`src/inc/bsil_pkg.sv`:
```
// Shared constants and types for the bus slave interrupt logic
package bsil_pkg;

  // ----------------------------------------------------------------
  // Bus widths
  // ----------------------------------------------------------------
  localparam int BSIL_LINES = 8;       // Shared interrupt request lines
  localparam int BSIL_DATA_W = 8;      // Data byte on the bus
  localparam int BSIL_CODE_W = 3;      // Interrupt code on address lines
  localparam int BSIL_IOADR_W = 8;     // I/O address width
  localparam int BSIL_VEC_W = 16;      // Assembled service address

  // ----------------------------------------------------------------
  // Timing
  // ----------------------------------------------------------------
  localparam int BSIL_CLK_NS = 10;     // Clock period in ns
  localparam int BSIL_XACK_NS = 300;   // Least command-to-acknowledge time
  // Least time rounds up to whole cycles
  localparam int BSIL_XACK_CYC = (BSIL_XACK_NS + BSIL_CLK_NS - 1)
                                 / BSIL_CLK_NS;
  localparam int BSIL_FIRST_CYC = 4;   // Length of the first acknowledge
  localparam int BSIL_TIMEOUT_CYC = 64; // Master gives up waiting

  // ----------------------------------------------------------------
  // Reset values
  // ----------------------------------------------------------------
  localparam logic [7:0] BSIL_BYTE_RST = 8'h00;
  localparam logic [7:0] BSIL_STATUS_PAD = 8'h00;

  // ----------------------------------------------------------------
  // State encodings
  // ----------------------------------------------------------------
  typedef enum logic [2:0]
  {
    BSIL_S_IDLE   = 3'b001,  // Waiting for a first acknowledge
    BSIL_S_FROZEN = 3'b010,  // Priority frozen, next ack returns byte
    BSIL_S_SECOND = 3'b100   // Three-ack: waiting for the high byte
  } bsil_slave_e;

  typedef enum logic [2:0]
  {
    BSIL_M_IDLE = 3'b001,    // No operation running
    BSIL_M_CMD  = 3'b010,    // Command asserted on the bus
    BSIL_M_GAP  = 3'b100     // Command released between cycles
  } bsil_master_e;

endpackage : bsil_pkg

```
`src/inc/bsil_if.sv`:
```
// Shared bus between the master and the interrupting slave
`timescale 1ns/1ps
`default_nettype none

interface bsil_if;
  import bsil_pkg::*;

  // Master drives these
  logic inta;                          // Interrupt acknowledge command
  logic override;                      // Bus locked for the ack sequence
  logic io_rd;                         // local_io_read command
  logic io_wr;                         // local_io_write command
  logic [BSIL_IOADR_W-1:0] io_adr;     // I/O address
  logic [BSIL_CODE_W-1:0] code;        // Interrupt code on ADR8-ADRA
  // Slave drives these
  logic [BSIL_LINES-1:0] irq_oe;       // Open-collector pull per line
  logic [BSIL_DATA_W-1:0] dat_out;     // Slave data byte
  logic dat_oe;                        // Slave drives data lines
  logic xack;                          // Transfer acknowledge
  // Resolved levels, high means asserted
  logic [BSIL_LINES-1:0] irq;
  logic [BSIL_DATA_W-1:0] dat;

  // Open-collector lines are asserted by any puller
  assign irq = irq_oe;
  // Undriven data lines float to all ones
  assign dat = dat_oe ? dat_out : '1;

  modport slave
  (
    input inta, override, io_rd, io_wr, io_adr, code,
    output irq_oe, dat_out, dat_oe, xack
  );

  modport master
  (
    output inta, override, io_rd, io_wr, io_adr, code,
    input irq, dat, xack
  );

endinterface : bsil_if

`default_nettype wire

```
`src/hw/bsil_ack_timer.sv`:
```
// Delay from command to transfer acknowledge
`timescale 1ns/1ps
`default_nettype none

module bsil_ack_timer
  import bsil_pkg::*;
#(
  parameter int DELAY = BSIL_XACK_CYC
)
(
  // Clock and reset
  input wire logic clk,
  input wire logic rst,
  // Command and acknowledge
  input wire logic i_cmd,
  output logic o_ack
);

  localparam int CW = $clog2(DELAY + 1);
  localparam logic [CW-1:0] LAST = CW'(DELAY - 1);

  logic [CW-1:0] count;       // Cycles since the command began
  logic [CW-1:0] next_count;
  logic ack;                  // Acknowledge flop
  logic next_ack;

  // --------------------------------------------------------------
  // Counter: cleared as soon as the command is removed
  // --------------------------------------------------------------
  always_comb
  begin
    next_count = count;
    next_ack = 1'b0;
    if (!i_cmd)
    begin
      next_count = '0;
    end
    else if (count == LAST)
    begin
      next_ack = 1'b1;        // Holds until the command drops
    end
    else
    begin
      next_count = count + CW'(1);
    end
  end

  // Registers only
  always_ff @(posedge clk)
  begin
    if (rst)
    begin
      count <= '0;
      ack <= 1'b0;
    end
    else
    begin
      count <= next_count;
      ack <= next_ack;
    end
  end

  assign o_ack = ack;

endmodule : bsil_ack_timer

`default_nettype wire

```
`src/hw/bsil_slave.sv`:
```
// Slave end: direct-line and vectored interrupt logic
// Functional notes
// - Strobe latches direct interrupt until software clears
// - Latched request pulls one selectable bus line
// - Addressed I/O read drives status bit
// - I/O write same address clears direct request
// - Vectored request uses same line buffering
// - Two acks; first ack freezes priority
// - Master locks bus during acknowledge sequence
// - Drive data only when code matches number
// - Drive restart byte, then assert acknowledge
// - Master keeps number valid after first ack
// - Three-ack returns one byte per ack
// - Acknowledge each returned byte separately
// - Master joins two bytes into address
// - One acknowledge variant for whole system
`timescale 1ns/1ps
`default_nettype none

module bsil_slave
  import bsil_pkg::*;
#(
  parameter int XACK_DELAY = BSIL_XACK_CYC
)
(
  // Clock and reset
  input wire logic I_CLOCK,
  input wire logic I_RESET,
  // Shared bus
  bsil_if.slave bus,
  // Direct-line request
  input wire logic I_IRQ_STROBE,
  input wire logic [2:0] I_LINE_SEL,
  input wire logic [BSIL_IOADR_W-1:0] I_IO_ADDR,
  // Vectored request
  input wire logic I_VEC_REQ,
  input wire logic I_THREE_ACK,
  input wire logic [BSIL_CODE_W-1:0] I_SLAVE_NUM,
  input wire logic [BSIL_DATA_W-1:0] I_RESTART_LO,
  input wire logic [BSIL_DATA_W-1:0] I_RESTART_HI,
  // Status
  output logic O_DIRECT_PEND,
  output logic O_VEC_PEND,
  output logic O_VEC_SERVED
);

  // --------------------------------------------------------------
  // State
  // --------------------------------------------------------------
  logic strobe_q;               // Previous strobe level
  logic next_strobe_q;
  logic inta_q;                 // Previous acknowledge level
  logic next_inta_q;
  logic direct_pend;            // direct_line_interrupt latch
  logic next_direct_pend;
  logic vec_pend;               // vectored_interrupt request latch
  logic next_vec_pend;
  logic frozen;                 // Request seen at the first ack
  logic next_frozen;
  logic served;                 // One-cycle pulse on last byte
  logic next_served;
  bsil_slave_e state;
  bsil_slave_e next_state;
  logic resp;                   // This slave answers the current ack
  logic next_resp;
  logic [BSIL_DATA_W-1:0] resp_byte;
  logic [BSIL_DATA_W-1:0] next_resp_byte;
  logic [BSIL_LINES-1:0] irq_oe;
  logic [BSIL_LINES-1:0] next_irq_oe;
  logic [BSIL_DATA_W-1:0] dat_out;
  logic [BSIL_DATA_W-1:0] next_dat_out;
  logic dat_oe;
  logic next_dat_oe;

  // Decoded strobes from the bus and user side
  logic strobe_rise;            // Local request edge
  logic inta_rise;              // Start of an acknowledge
  logic rd_sel;                 // Status read to our address
  logic wr_sel;                 // Clear write to our address
  logic code_match;             // Code on address lines is ours
  logic timer_cmd;              // Any command we answer
  logic xack;

  // Address compare is used for both read and write
  function automatic logic addr_hit(input logic [BSIL_IOADR_W-1:0] a,
                                    input logic [BSIL_IOADR_W-1:0] b);
    addr_hit = (a == b);
  endfunction : addr_hit

  assign strobe_rise = I_IRQ_STROBE && !strobe_q;
  assign inta_rise = bus.inta && !inta_q;
  assign rd_sel = bus.io_rd && addr_hit(bus.io_adr, I_IO_ADDR);
  assign wr_sel = bus.io_wr && addr_hit(bus.io_adr, I_IO_ADDR);
  assign code_match = (bus.code == I_SLAVE_NUM);

  // --------------------------------------------------------------
  // Direct-line latch and shared line driver
  // --------------------------------------------------------------
  // The set wins over a clear in the same cycle so that a request
  // arriving while software clears the previous one is kept.
  always_comb
  begin
    next_strobe_q = I_IRQ_STROBE;
    next_direct_pend = direct_pend;
    if (wr_sel)
    begin
      next_direct_pend = 1'b0;
    end
    if (strobe_rise)
    begin
      next_direct_pend = 1'b1;
    end
    // Both sources pull the one selected line
    next_irq_oe = '0;
    next_irq_oe[I_LINE_SEL] = next_direct_pend || next_vec_pend;
  end

  // Registers only
  always_ff @(posedge I_CLOCK)
  begin
    if (I_RESET)
    begin
      strobe_q <= 1'b0;
      direct_pend <= 1'b0;
      irq_oe <= '0;
    end
    else
    begin
      strobe_q <= next_strobe_q;
      direct_pend <= next_direct_pend;
      irq_oe <= next_irq_oe;
    end
  end

  // --------------------------------------------------------------
  // Vectored acknowledge sequencer
  // --------------------------------------------------------------
  // Only the rising edge of each acknowledge moves the state, so a
  // long acknowledge counts once. The variant input must match the
  // master's: a mixed system would hand out the wrong byte.
  always_comb
  begin
    next_inta_q = bus.inta;
    next_state = state;
    next_vec_pend = vec_pend;
    next_frozen = frozen;
    next_resp = resp && bus.inta;     // Answer ends with the command
    next_resp_byte = resp_byte;
    next_served = 1'b0;
    if (I_VEC_REQ)
    begin
      next_vec_pend = 1'b1;
    end
    if (inta_rise)
    begin
      unique case (state)
        BSIL_S_IDLE:
        begin
          // First ack: freeze, never drive the data lines
          next_frozen = vec_pend;
          next_state = BSIL_S_FROZEN;
        end
        BSIL_S_FROZEN:
        begin
          if (frozen && code_match)
          begin
            next_resp = 1'b1;
            next_resp_byte = I_RESTART_LO;
          end
          if (I_THREE_ACK)
          begin
            next_state = BSIL_S_SECOND;
          end
          else
          begin
            next_state = BSIL_S_IDLE;
            if (frozen && code_match)
            begin
              next_vec_pend = I_VEC_REQ;
              next_served = 1'b1;
            end
          end
        end
        BSIL_S_SECOND:
        begin
          if (frozen && code_match)
          begin
            next_resp = 1'b1;
            next_resp_byte = I_RESTART_HI;
            next_vec_pend = I_VEC_REQ;
            next_served = 1'b1;
          end
          next_state = BSIL_S_IDLE;
        end
        default:
        begin
          next_state = BSIL_S_IDLE;
        end
      endcase
    end
  end

  // Registers only
  always_ff @(posedge I_CLOCK)
  begin
    if (I_RESET)
    begin
      inta_q <= 1'b0;
      state <= BSIL_S_IDLE;
      vec_pend <= 1'b0;
      frozen <= 1'b0;
      resp <= 1'b0;
      resp_byte <= BSIL_BYTE_RST;
      served <= 1'b0;
    end
    else
    begin
      inta_q <= next_inta_q;
      state <= next_state;
      vec_pend <= next_vec_pend;
      frozen <= next_frozen;
      resp <= next_resp;
      resp_byte <= next_resp_byte;
      served <= next_served;
    end
  end

  // --------------------------------------------------------------
  // Data drivers and acknowledge
  // --------------------------------------------------------------
  // Drivers come on one cycle after selection, well before the
  // delayed acknowledge, so the byte is settled when XACK rises.
  always_comb
  begin
    next_dat_oe = 1'b0;
    next_dat_out = BSIL_BYTE_RST;
    if (next_resp)
    begin
      next_dat_oe = 1'b1;
      next_dat_out = next_resp_byte;
    end
    else if (rd_sel)
    begin
      next_dat_oe = 1'b1;
      next_dat_out = {BSIL_STATUS_PAD[7:1], direct_pend};
    end
  end

  // Registers only
  always_ff @(posedge I_CLOCK)
  begin
    if (I_RESET)
    begin
      dat_oe <= 1'b0;
      dat_out <= BSIL_BYTE_RST;
    end
    else
    begin
      dat_oe <= next_dat_oe;
      dat_out <= next_dat_out;
    end
  end

  // Live command gates the answer, so xack drops one cycle after it and never
  // leaks into the next acknowledge of a sequence
  assign timer_cmd = (resp && bus.inta) || rd_sel || wr_sel;

  bsil_ack_timer #(
    .DELAY(XACK_DELAY)
  ) u_ack (
    .clk(I_CLOCK),
    .rst(I_RESET),
    .i_cmd(timer_cmd),
    .o_ack(xack)
  );

  // --------------------------------------------------------------
  // Outputs
  // --------------------------------------------------------------
  assign bus.irq_oe = irq_oe;
  assign bus.dat_out = dat_out;
  assign bus.dat_oe = dat_oe;
  assign bus.xack = xack;
  assign O_DIRECT_PEND = direct_pend;
  assign O_VEC_PEND = vec_pend;
  assign O_VEC_SERVED = served;

endmodule : bsil_slave

`default_nettype wire

```
`src/flat_wrapper.sv`:
```
// flat-port wrapper written by rule: the top's interface ports become plain ports
module bsil_slave_flat import bsil_pkg::*;
#(
  parameter int XACK_DELAY = BSIL_XACK_CYC
)
  (I_CLOCK, I_RESET, I_IRQ_STROBE, I_LINE_SEL, I_IO_ADDR, I_VEC_REQ, I_THREE_ACK, I_SLAVE_NUM, I_RESTART_LO, I_RESTART_HI, O_DIRECT_PEND, O_VEC_PEND, O_VEC_SERVED, bus_inta, bus_override, bus_io_rd, bus_io_wr, bus_io_adr, bus_code, bus_irq_oe, bus_dat_out, bus_dat_oe, bus_xack);
  bsil_if bus_i ();
  input wire logic I_CLOCK;
  input wire logic I_RESET;
  input wire logic I_IRQ_STROBE;
  input wire logic [2:0] I_LINE_SEL;
  input wire logic [BSIL_IOADR_W-1:0] I_IO_ADDR;
  input wire logic I_VEC_REQ;
  input wire logic I_THREE_ACK;
  input wire logic [BSIL_CODE_W-1:0] I_SLAVE_NUM;
  input wire logic [BSIL_DATA_W-1:0] I_RESTART_LO;
  input wire logic [BSIL_DATA_W-1:0] I_RESTART_HI;
  output logic O_DIRECT_PEND;
  output logic O_VEC_PEND;
  output logic O_VEC_SERVED;
  input wire logic [$bits(bus_i.inta)-1:0] bus_inta;
  input wire logic [$bits(bus_i.override)-1:0] bus_override;
  input wire logic [$bits(bus_i.io_rd)-1:0] bus_io_rd;
  input wire logic [$bits(bus_i.io_wr)-1:0] bus_io_wr;
  input wire logic [$bits(bus_i.io_adr)-1:0] bus_io_adr;
  input wire logic [$bits(bus_i.code)-1:0] bus_code;
  output wire logic [$bits(bus_i.irq_oe)-1:0] bus_irq_oe;
  output wire logic [$bits(bus_i.dat_out)-1:0] bus_dat_out;
  output wire logic [$bits(bus_i.dat_oe)-1:0] bus_dat_oe;
  output wire logic [$bits(bus_i.xack)-1:0] bus_xack;
  assign bus_i.inta = bus_inta;
  assign bus_i.override = bus_override;
  assign bus_i.io_rd = bus_io_rd;
  assign bus_i.io_wr = bus_io_wr;
  assign bus_i.io_adr = bus_io_adr;
  assign bus_i.code = bus_code;
  assign bus_irq_oe = bus_i.irq_oe;
  assign bus_dat_out = bus_i.dat_out;
  assign bus_dat_oe = bus_i.dat_oe;
  assign bus_xack = bus_i.xack;
  bsil_slave #(.XACK_DELAY(XACK_DELAY)) u_core (.I_CLOCK(I_CLOCK), .I_RESET(I_RESET), .bus(bus_i), .I_IRQ_STROBE(I_IRQ_STROBE), .I_LINE_SEL(I_LINE_SEL), .I_IO_ADDR(I_IO_ADDR), .I_VEC_REQ(I_VEC_REQ), .I_THREE_ACK(I_THREE_ACK), .I_SLAVE_NUM(I_SLAVE_NUM), .I_RESTART_LO(I_RESTART_LO), .I_RESTART_HI(I_RESTART_HI), .O_DIRECT_PEND(O_DIRECT_PEND), .O_VEC_PEND(O_VEC_PEND), .O_VEC_SERVED(O_VEC_SERVED));
endmodule
```
`config.mk`:
```
export PLATFORM = sky130hd
export DESIGN_NAME = bsil_slave_flat
export DESIGN_NICKNAME = d
export VERILOG_FILES = /design/src/inc/bsil_pkg.sv /design/src/inc/bsil_if.sv /design/src/hw/bsil_ack_timer.sv /design/src/hw/bsil_slave.sv /design/src/flat_wrapper.sv
export SDC_FILE = /design/constraint.sdc
export NUM_CORES = 1
export LEC_CHECK = 0
export ABC_AREA = 1
export BUFFER_PORTS_ARGS = -buffer_cell sky130_fd_sc_hd__buf_2
export CORE_MARGIN = 2
export CORE_UTILIZATION = 40
export CTS_BUF_LIST = sky130_fd_sc_hd__clkbuf_2 sky130_fd_sc_hd__clkbuf_4 sky130_fd_sc_hd__clkbuf_8
export DETAILED_ROUTE_END_ITERATION = 12
export GPL_ROUTABILITY_DRIVEN = 0
export HOLD_SLACK_MARGIN = 0.03
export MAX_ROUTING_LAYER = met4
export PLACE_DENSITY = 0.68
export SLEW_MARGIN = 20
export SYNTH_ARGS = -nofsm -noshare
export SYNTH_HDL_FRONTEND = slang
export SYNTH_SLANG_ARGS = --single-unit
```
`constraint.sdc`:
```
create_clock -name I_CLOCK -period 3.49 [get_ports I_CLOCK]
set_input_delay 0 -clock I_CLOCK [delete_from_list [all_inputs] [get_ports I_CLOCK]]
set_output_delay 0 -clock I_CLOCK [all_outputs]
set_load 0.02 [all_outputs]
```
-- Word-level counts from Yosys, hierarchy flattened
Index checks and enable logic that the tools add are counted.
- eq/ne operators: 6
- magnitude comparators: 2
- $add $sub $neg: 1
- bitwise logic cells: 3
- reductions and logical operators: 16
- multiplexer cells: 26
- operator list (kind ; count):
    8-bit two-way mux ; 4
    1-bit two-way mux ; 16
    8-bit case mux with 2 select lines ; 1
    8-bit bitwise AND ; 1
    8-bit equality test ; 1
    1-bit logical AND ; 7
    3-bit case mux with 2 select lines ; 1
    2-bit OR reduction ; 3
    5-bit by 1-bit adder with 5-bit output (second input constant) ; 1
    5-bit equality test (second input constant) ; 1
    3-bit by 4-bit < comparator with 1-bit output (second input constant) ; 1
    1-bit case mux with 2 select lines ; 2
    1-bit demux with 3-bit select ; 1
    3-bit by 1-bit equality test with 1-bit output (second input constant) ; 1
    3-bit by 2-bit equality test with 1-bit output (second input constant) ; 1
    3-bit equality test ; 1
    3-bit equality test (second input constant) ; 1
    3-bit by 1-bit greater-or-equal comparator with 1-bit output (second input constant) ; 1
    1-bit logical OR ; 3
    3-bit two-way mux ; 1
    1-bit zero test ; 2
    1-bit inverter ; 2
    2-bit AND reduction ; 1
- register bits: 41
- input port bits: 50
- output and inout port bits: 21
- word-level logic and storage cells: 68

-- Longest topological paths before layout
Gate-level depths: netlist of run 1.
- depth after elaboration: 8
- mapped depth: 12
- mapped depth without buffers: 12

-- Modules after synthesis
From an unflattened synthesis of run 1, not the netlist that was laid out.
- cells, all modules: 249
- area, all modules: 1868.0 sq um
- modules (own cells, without submodules) (module ; area an instance (sq um) ; seq. area each (sq um) ; instances ; cells each):
    bsil_slave ; 1550.2 ; 700.7 ; 1 ; 207
    bsil_ack_timer ; 317.8 ; 120.1 ; 1 ; 42

-- Worst setup path before layout of run 1
Ideal clock, no wire load.
- path type: register to register
- from: register u_core.state[0]
- to: register u_core.dat_out[0], in the netlist u_core.bus.dat_out[0]
- library setup time: 0.113 ns
- slack: 2.300 ns
- period minus slack after synthesis: 1.190 ns
- stages on the path, launching flop included: 11
- arrival: 1.077 ns
- data required time: 3.377 ns
- path buffers: 0
- cell sequence: dfxtp_1 -> nor2_2 -> nand2_1 -> nand2_2 -> nand2_2 -> nor2_4 -> inv_2 -> nand2_2 -> inv_2 -> nor2_1 -> nor2_1
- word-level cells in the longest chain between the ends: 5
- elaborated cells between the ends (all ways): 8
- classes of those cells: eq/ne: 2; mux: 5; reduce/logical: 1
- ends and longest elaborated chain (element ; RTL line ; text):
    from (decl) ; bsil_slave.sv:62 ; bsil_slave_e state;
    from (signal assigned) ; bsil_slave.sv:219 ; state <= next_state;
    3-bit by 2-bit equality test with 1-bit output / 3-bit equality test (equally long branches) ; bsil_slave.sv:156 ; unique case (state)
    2-bit OR reduction (no source line) ; - ;
    1-bit two-way mux ; - ;
    1-bit two-way mux ; bsil_slave.sv:154 ; if (inta_rise)
    8-bit two-way mux * ; bsil_slave.sv:237 ; if (next_resp)
    to (signal assigned) ; bsil_slave.sv:260 ; dat_out <= next_dat_out;
    to (decl) ; bsil_slave.sv:70 ; logic [BSIL_DATA_W-1:0] dat_out;
Every way passes the cells marked *; elsewhere a longest branch is shown, timed or not.
A chain may end at the register's enable or synchronous reset.

-- Worst setup path in the final report of run 1
- from: input bus_inta
- to: register u_core.dat_out[4], in the netlist u_core.bus.dat_out[4]
- word-level cells in the longest chain between the ends: 5
- elaborated cells between the ends (all ways): 7
- classes of those cells: mux: 5; reduce/logical: 2
- ends and longest elaborated chain (element ; RTL line ; text):
    from (decl) ; flat_wrapper.sv:21 ; input wire logic [$bits(bus_i.inta)-1:0] bus_inta;
    1-bit logical AND ; bsil_slave.sv:147 ; next_resp = resp && bus.inta;
    1-bit two-way mux ; bsil_slave.sv:165, bsil_slave.sv:186 ;
    1-bit two-way mux ; - ;
    1-bit two-way mux ; bsil_slave.sv:154 ;
    8-bit two-way mux * ; bsil_slave.sv:237 ;
Marks and branches as above.

==> out/metrics.yaml, run 1 <==
die_w_um: 69.8
syn_to_final_growth_pct: 32.9
crit_required_ns: 3.70
power.density_nw_per_um2: 417
postCtsSetupRepairBufs: 0
gr-usage-met1_pct: 17.8
clk_latency_ns: 0.29
maxSlewViolCount: 0
cts_resized: 0
p_total_uw: 959
die_h_um: 69.8
n_fill_cell: 417
place_inst: 351
die_area_um2: 4870
cp-start-kind: "primary input"
cts_hold_buffers: 5
routedWlPerCell_um: 9.69
clockBufferDepth: 2
critPathKind: "in2reg"
status: "finished clean"
synth_top_cells_by_count: "61 x nand2_1, 41 x dfxtp_1, 36 x nor2_1"
end_kind: "flip-flop"
grt_usage_pct: 15.3
ios: 71
fp-row-count: 23
synth_seq_area_share_pct: 47.4
r2r-start: "u_core.state[1]"
overflow: 0
holdCritStartpoint: "I_LINE_SEL[0]"
place_ws_ns: 2.10
p_leak_uw: 0.00121
core_um2: 4090
finClkSkew_ns: 0.00590
grt_use_met2_pct: 24.6
hpwl_mm: 2.79
antenna_found_initial: 0
r2r_setup_slack_ns: 2.10
antenna_violating_nets_post_route: 0
synth_cell_types: 21
synth_seq_cells: 41
vias_per_cell: 4.42
period_share_pct: 40.8
finish.net_count: 365
final.setup.tns_ns: 0
cts_buffers: 5
ys.flop_type: "dfxtp_1"
drv_cap: 0
start_util_pct: 42.4
grt_use_met3_pct: 3.05
syn_area_um2: 1730
htreeDepth: 2
rsz0062_at_grt: "false"
synth_area_per_cell_um2: 7.43
worst_pin_slew_ns: 0.378
port_buffers: 69
yosysMostFrequentCell: "nand2_1"
hold_viol: 0
grt_max_degree: 15
first_pass_iters: 4
cp_max_fo: 8
diodes: 0
synth_nets: 285
synth_top_area_share_pct: 47.4
setup_viol: 0
yosys_warnings: 0
async_flop_share_pct: 0
cts_tree: "done"
postSynthCellCount: 233
drive_gt1_share_pct: 29.0
min_to: "u_core.bus.irq_oe[0]"
vias: 1608
grt_first_pass_wirelength_mm: 5.77
post-route-min-period_ns: 1.42
worst_slack_ns: 2.07
first_global_vias: 1370
hold_path_class: "in2reg"
cts_root_buffer: "clkbuf_8"
clk_pin_slew_worst_paths_ns: 0.08
final_cell_count_no_fill: 364
r2r_cells: 8
synth_edf_count: 0
slew_headroom_pct: 74.6
synth_area_leaders: "dfxtp_1 47%, nand2_1 13%, nor2_1 7.8%"
clock_sinks: 41
drc_errors: 0
drtIter0Drc: 48
routed_wl_mm: 3.53
whs_path_depth: 4
regToRegEndpoint: "u_core.bus.dat_out[4]"
synth_area_leader_cell: "dfxtp_1"
cp.arrival_ns: 1.64
grt_most_used_layer: "met2"
max_freq_mhz: 703
max-vdd-ir-drop_v: 0.000210
-- through the flow --
| stage | hold WS [ns] | utilization [%] | cell area (um^2) |
|---|---|---|---|
| floorplan | 0.120 | - | 1730 |
| global placement | 0.211 | 52.3 | 2140 |
| detailed placement | 0.237 | 52.3 | 2140 |
| CTS | 0.0349 | 56.3 | 2300 |
| global route | 0.0643 | 56.3 | 2300 |
| finish | 0.0412 | 56.3 | 2300 |
-- cells by family after synthesis --
group	share of synthesized area, %
simple gates	29.6
xor+xnor	5.06
flops	47.4
compound gates	9.39
buf+inv	7.15
fa+ha+maj	1.44
-- state kept, by name, indices dropped and copies added, names as in the netlist, 3 cells and up --
| name | cells |
|---|---|
| u_core.state | 3 |
| u_core.resp_byte | 8 |
| u_core.bus.dat_out | 8 |
| u_core.bus.irq_oe | 8 |
| u_core.u_ack.count | 5 |
-- power by group --
| group | leakage, uW | internal, uW | switching (uW) |
|---|---|---|---|
| Sequential | 0.000333 | 477 | 6.31 |
| Clock | 0.0000543 | 214 | 160 |
| Combinational | 0.000821 | 47.9 | 53.1 |
-- placed cells by master, fill, tap and decap left out --
cell and count:
nor3_1 1, o221ai_1 1, inv_2 2, dfxtp_1 41
or2_2 1, ha_1 2, a21oi_1 13, dlygate4sd3_1 5
xnor2_1 10, buf_2 69, nor3_2 1, inv_1 30
a21boi_0 1, nand2_1 61, nor2_4 2, clkinvlp_4 1
nand3_1 12, nor2_1 36, nand2_2 5, o21ai_0 4
bufinv_16 1, o21ai_2 1, clkinv_4 1, clkbuf_8 5
a22o_1 6, nor2_2 2
-- metal layers --
metal  share of wire, %  up-vias
li1                   -      882
met1                 46      657
met2                 44       62
met3                7.3        7
met4                2.4        0
met5                  0        -
-- worst max-delay path, cell delays in order --
cell           delay [ns]
dlygate4sd3_1        0.52
buf_2                0.11
inv_1                0.06
nor2_4               0.18
inv_1                0.11
nor3_2               0.35
nand2_1              0.12
a21oi_1              0.18
-- how the worst max path moves through the flow --
stage / from / end
final: bus_inta / u_core.bus.dat_out[4]
after global routing: bus_inta / u_core.bus.dat_out[1]
after CTS: bus_inta / u_core.bus.dat_out[4]
after detailed placement: u_core.inta_q / u_core.bus.dat_out[4]
after global placement: u_core.inta_q / u_core.bus.dat_out[4]
after floorplan: u_core.state[0] / u_core.bus.dat_out[0]
-- cell type report --
type                    instances  area, um^2  share of cell area [%]
multi-input cells             159         787                    34.2
inverters                      32         120                    5.22
clock inverters                 3        46.3                    2.01
clock buffers                   5        68.8                    2.99
well taps                      50        62.6                    2.72
flip-flops and latches         41         821                    35.7
repair buffers                 74         395                    17.2
Power figures use the tool's default switching activity.
==> run 2: changes to the inputs <==
- PLACE_DENSITY: 0.68 -> 0.71
- clock period: 3.49 -> 1.2 ns (I/O delays scaled with it)
==> out/metrics.yaml, run 2 (synthesized netlist as in run 1, its figures left out) <==
grt_usage_pct: 18.2  # +2.8 points
power.density_nw_per_um2: 1100  # +160%
violations: "negative setup slack"
slowest_stage: "dfxtp_4"
clk_latency_ns: 0.30  # about the same
die_w_um: 69.8  # unchanged
syn_to_final_growth_pct: 56.4
ios: 71  # unchanged
seq_power_share_pct: 47.3  # -3.1 points
vias: 1807  # +12%
largestRegisters: "u_core.bus.dat_out x8, u_core.bus.irq_oe x8, u_core.resp_byte x8"
die_h_um: 69.8  # unchanged
antenna_found_initial: 0  # unchanged
placed_area_um2: 2230  # +4.6%
setup_viol: 27  # +27
max-vdd-ir-drop_v: 0.000510  # +140%
cp_max_fo: 4  # -4
regToRegEndpoint: "u_core.bus.irq_oe[3]"
slew_headroom_pct: 78.1  # +3.4 points
r2r-start: "u_core.state[2]"
diodes: 0  # unchanged
clockBufferDepth: 2  # unchanged
drive_gt1_share_pct: 47.3  # +18 points
worst_pin_slew_ns: 0.329  # -0.0493 ns
worst_slack_ns: -0.139  # -2.21 ns
power_switching_uw: 717  # +230%
pwr-share-comb_pct: 13.8  # +3.3 points
r2r_cells: 11  # +3
critPathKind: "reg2reg"
end_kind: "flip-flop"
cts_root_buffer: "clkbuf_8"
cp-startpoint: "u_core.state[2]"
swShare_pct: 24.1  # +1.1 points
antenna_violating_nets_post_route: 0  # unchanged
hold_path_class: "in2reg"
r2r_setup_slack_ns: -0.14  # -2.24 ns
first_pass_iters: 4  # unchanged
clk_pin_slew_worst_paths_ns: 0.08  # about the same
status: "finished with violations"
cp.arrival_ns: 1.54  # -0.10 ns
clock_sinks: 41  # unchanged
fp-row-count: 23  # unchanged
grt_first_pass_wirelength_mm: 6.92  # +20%
final_common_cell: "buf_2"
period_share_pct: 112
cts_buffers: 5  # unchanged
cts_tree: "done"
hpwl_mm: 2.98  # +6.8%
vias_per_cell: 4.68  # +6.0%
final_cell_mix: "69 x buf_2, 49 x nand2_1, 35 x dfxtp_1"
path_common_cell: "nand2_1"
p_leak_uw: 0.00136  # +13%
rsz0062_at_grt: "true"
port_buffers: 69  # unchanged
first_global_vias: 1721  # +26%
drv_cap: 0  # unchanged
p_total_uw: 2980  # +210%
power.internal_uw: 2260  # +210%
setup.worst_path.end: "u_core.bus.irq_oe[3]"
overflow: 0  # unchanged
n_fill_cell: 334  # -20%
max_freq_mhz: 747
drc_errors: 0  # unchanged
crit_chain: "nor2_4, nand2_2, nand2_4, buf_6, nand2_1, nand2_1, nand2_1, inv_2, nand3_4, nand2_4, nor2_1"
hold_viol: 0  # unchanged
core_um2: 4090  # unchanged
post-route-min-period_ns: 1.34
cpPeakStageDelay_ns: 0.37  # -0.15 ns
cp-start-kind: "flip-flop"
crit_required_ns: 1.40  # -2.30 ns
drtIter0Drc: 93  # +94%
die_area_um2: 4870  # unchanged
grt_max_degree: 15  # unchanged
final_area_um2: 2710  # +18%
post-route-util_pct: 66.3  # +10 points
finClkSkew_ns: 0.00621  # +0.000316 ns
place_ws_ns: -0.163  # -2.26 ns
htreeDepth: 2  # unchanged
routedWlPerCell_um: 11.2  # +16%
start_util_pct: 42.4  # unchanged
finish.net_count: 387  # +6.0%
maxSlewViolCount: 0  # unchanged
routed_wl_mm: 4.34  # +23%
clkPwrFrac_pct: 38.9  # about the same
[run 2: layer usage]
metal	up-vias	part of all wire (%)	GRT usage, %
li1	927	-	-
met1	803	41	20.4
met2	69	50	30.8
met3	8	7.1	4.22
met4	0	1.7	7.69
met5	-	0	-
[run 2: area by class of cell]
type	count	area, um^2	share of cell area, %
Sequential cell	41	836	30.9
Clock buffer	6	82.6	3.05
Clock inverter	2	37.5	1.39
Timing Repair Buffer	96	582	21.5
Multi-Input combinational cell	159	975	36.0
Tap cell	50	62.6	2.31
Inverter	32	134	4.94
[run 2: worst min-delay path by stage]
stage | slack [ns] | from | end | cells past startpoint
after global routing | 0.05 | I_RESTART_HI[6] | u_core.resp_byte[6] | 4
final | 0.05 | I_RESTART_HI[6] | u_core.resp_byte[6] | 4
after global placement | 0.21 | I_IRQ_STROBE | u_core.strobe_q | 3
after floorplan | 0.12 | I_IRQ_STROBE | u_core.strobe_q | 2
after CTS | 0.03 | I_RESTART_HI[3] | u_core.resp_byte[3] | 4
after detailed placement | 0.23 | I_IRQ_STROBE | u_core.strobe_q | 3
[run 2: repair_timing]
action | in CTS | in global routing
hold buffers | 6 | 0
gates resized for setup | 34 | 42
hold endpoints to repair | 10 | 0
pin swaps | 8 | 14
setup buffers | 1 | 7
setup endpoints to repair | 29 | 33
[run 2: worst max-delay path, delay by kind of cell, from the launching register on]
family,cells,cell delay (ns)
AND/OR/NAND/NOR,9,0.70
flip-flops,1,0.37
buffers and inverters,2,0.17
[run 2: through the flow]
step                      hold slack [ns]  TNS, ns  std cells
final                              0.0476    -2.85        386
after global routing               0.0499    -5.53        386
after CTS                          0.0304   -0.988        379
after detailed placement            0.231    -2.06        364
after global placement              0.209    -1.08        364
after floorplan                     0.120        0        233
[run 2: power groups by stage]
stage | logic [uW] | registers, uW | clock network [uW]
detailed placement | 317 | 1440 | 0
floorplan | 144 | 1450 | 0
global route | 455 | 1410 | 1220
CTS | 352 | 1410 | 1180
global placement | 312 | 1430 | 0
finish | 412 | 1410 | 1160
==> run 3: changes to the inputs <==
- PLACE_DENSITY: 0.71 -> 0.67
- SYNTH_HIERARCHICAL: not set -> 1
- clock period: 1.2 -> 1.6 ns (I/O delays scaled with it)
==> out/metrics.yaml, run 3 <==
status: "finished clean"
swShare_pct: 21.3  # -2.8 points
place_ws_ns: 0.233  # +0.396 ns
start_util_pct: 42.3  # -0.057 points
final_cell_count_no_fill: 385  # -0.26%
drive_gt1_share_pct: 31.5  # -16 points
synth_area_per_cell_um2: 7.50  # +0.94%
crit_chain: "dlygate4sd3_1, buf_2, inv_1, nor2_4, inv_1, nor3_4, nand2_1, a21oi_1"
vias_per_cell: 4.49  # -4.1%
first_pass_iters: 4  # unchanged
yosys_warnings: 6  # +6
cts_buffers: 5  # unchanged
synth_seq_area_share_pct: 43.9  # -3.5 points
finClkSkew_ns: 0.00473  # -0.00148 ns
hold_viol: 0  # unchanged
cp_top_family: "buffers and inverters"
antenna_violating_nets_post_route: 0  # unchanged
routedWlPerCell_um: 9.97  # -11%
rsz0062_at_grt: "false"
clockBufferDepth: 2  # unchanged
postSynthCellCount: 249  # +6.9%
drtIter0Drc: 52  # -44%
core_um2: 4410  # +8.0%
clkPwrFrac_pct: 42.6  # +3.7 points
diodes: 0  # unchanged
pwr-share-comb_pct: 10.6  # -3.2 points
cp_max_fo: 7  # +3
port_buffers: 69  # unchanged
synth_cell_types: 28  # +33%
die_area_um2: 5230  # +7.4%
finish.net_count: 384  # -0.78%
max-vdd-ir-drop_v: 0.000642  # +26%
ys.flop_type: "dfxtp_1"
synth_area_leader_cell: "dfxtp_1"
slowest_stage: "dlygate4sd3_1"
regToRegEndpoint: "u_core/bus.dat_out[2]"
max_freq_mhz: 697
synth_top_area_share_pct: 43.9  # -3.5 points
synth_top_cells_by_count: "62 x nand2_1, 41 x dfxtp_1, 37 x inv_1"
fp-row-count: 24  # +4.3%
final_area_um2: 2490  # -8.1%
end_kind: "flip-flop"
cp.arrival_ns: 1.64  # +0.10 ns
clk_pin_slew_worst_paths_ns: 0.07  # about the same
synth_nets: 301  # +5.6%
placed_area_um2: 2290  # +2.4%
crit_required_ns: 1.81  # +0.41 ns
async_flop_share_pct: 0  # unchanged
final_cell_mix: "69 x buf_2, 62 x nand2_1, 41 x dfxtp_1"
worst_slack_ns: 0.166  # +0.305 ns
worst_pin_slew_ns: 0.373  # +0.0442 ns
grt_max_degree: 17  # +2
hpwl_mm: 2.95  # -1.0%
clock_sinks: 41  # unchanged
r2r_cells: 6  # -5
die_w_um: 72.3  # +3.6%
post-route-min-period_ns: 1.43
r2r-start: "u_core/state[2]"
routed_wl_mm: 3.84  # -11%
cts_tree: "done"
vias: 1729  # -4.3%
cpPeakStageDelay_ns: 0.52  # +0.15 ns
clk_latency_ns: 0.28  # -0.02 ns
largestRegisters: "u_core/bus.dat_out x8, u_core/bus.irq_oe x8, u_core/resp_byte x8"
antenna_found_initial: 0  # unchanged
syn_area_um2: 1870  # +7.9%
hold_path_class: "in2reg"
synth_edf_count: 0  # unchanged
maxSlewViolCount: 0  # unchanged
worst_hold_slack_ns: 0.0416  # -0.00599 ns
critPathKind: "in2reg"
min_to: "u_core/resp_byte[5]"
first_global_vias: 1619  # -5.9%
power.density_nw_per_um2: 903  # -18%
grt_usage_pct: 16.1  # -2.0 points
grt_first_pass_wirelength_mm: 6.52  # -5.8%
htreeDepth: 2  # unchanged
cts_root_buffer: "clkbuf_8"
power_switching_uw: 479  # -33%
synth_seq_cells: 41  # unchanged
slew_headroom_pct: 75.0  # -3.0 points
setup_viol: 0  # -100%
holdCritStartpoint: "I_RESTART_LO[5]"
place_inst: 370  # +1.6%
p_leak_uw: 0.00133  # -2.4%
cp-start-kind: "primary input"
synth_area_leaders: "dfxtp_1 44%, nand2_1 12%, inv_1 7.4%"
period_share_pct: 89.6
die_h_um: 72.3  # +3.6%
yosysMostFrequentCell: "nand2_1"
path_buf_inv: 4  # +2
r2r_setup_slack_ns: 0.22  # +0.36 ns
postCtsSetupRepairBufs: 0  # -1
drv_cap: 0  # unchanged
final_common_cell: "buf_2"
final.setup.tns_ns: 0  # +2.85 ns
path_common_cell: "inv_1"
ios: 71  # unchanged
power.internal_uw: 1770  # -22%
overflow: 0  # unchanged
drc_errors: 0  # unchanged
seq_power_share_pct: 46.8  # -0.5 points
whs_path_depth: 4  # unchanged
syn_to_final_growth_pct: 33.3
-- run 3: changes by cell type in the layout (fill, tap and decap cells not counted), sizes merged, moves of 2 or more --
cell / previous run / this run
inv: 31 / 41
xnor2: 10 / 7
a22o: 6 / 0
nand2: 66 / 71
nor2: 40 / 38
buf: 90 / 71
a32o: 0 / 6
o21ai: 5 / 3
clkinvlp: 2 / 0
nand4: 0 / 2
nand3: 12 / 14
-- run 3: timing repair --
item | in CTS | in global routing
hold endpoints to repair | 11 | 0
hold buffers | 7 | 0
resized for setup | 0 | 0
-- run 3: how the worst max path moves through the flow --
stage | from | end | slack [ns] | cells past startpoint
2_1_floorplan | u_core/state[0] | u_core/bus.irq_oe[0] | 0.33 | 12
3_3_place_gp | u_core/state[1] | u_core/bus.dat_out[0] | 0.26 | 9
3_5_place_dp | u_core/state[1] | u_core/bus.irq_oe[2] | 0.23 | 11
4_1_cts | bus_inta | u_core/bus.dat_out[2] | 0.21 | 8
5_1_grt | bus_inta | u_core/bus.dat_out[2] | 0.04 | 8
6_report | bus_inta | u_core/bus.dat_out[2] | 0.17 | 8
-- run 3: cell families after synthesis --
| family | count (synthesis) | synth area share [%] |
|---|---|---|
| AOI/OAI and AO/OA | 27 | 9.98 |
| xor gates and xnor gates | 7 | 3.28 |
| adders and majority gates | 2 | 1.34 |
| buffers and inverters | 43 | 8.64 |
| DFF | 41 | 43.9 |
| and+or+nand+nor | 129 | 32.8 |
-- run 3: through the flow --
step | total power (uW) | util [%]
2_1_floorplan | 1200 | -
3_3_place_gp | 1300 | 51.8
3_5_place_dp | 1300 | 51.8
4_1_cts | 2280 | 56.4
5_1_grt | 2350 | 56.4
6_report | 2250 | 56.4
-- run 3: tightest hold or removal path, delay by kind of cell --
kind	cells	cell delay [ns]
simple gates	2	0.12
buf+inv	1	0.08
compound gates	1	0.11
-- run 3: layout make-up --
class | instances | area (um^2)
clock inverters | 3 | 65.1
fillers | 439 | 1920
inverters | 41 | 154
flip-flops and latches | 41 | 821
multi-input cells | 165 | 886
repair buffers | 78 | 430
clock buffers | 5 | 68.8
well taps | 52 | 65.1
-- run 3: per-layer routing --
layer / vias up / wire length, um / GRT usage [%]
li1: 938 / - / -
met5: - / 0 / -
met1: 740 / 1720 / 19.2
met3: 2 / 207 / 3.89
met2: 49 / 1900 / 27.5
met4: 0 / 17 / 3.77
-- run 3: power by group through the flow --
stage,combinational (uW),clock (uW),sequential [uW]
final,238,957,1050
after global routing,268,1020,1050
after floorplan,114,0,1090
after global placement,222,0,1080
after detailed placement,226,0,1080
after CTS,239,983,1050
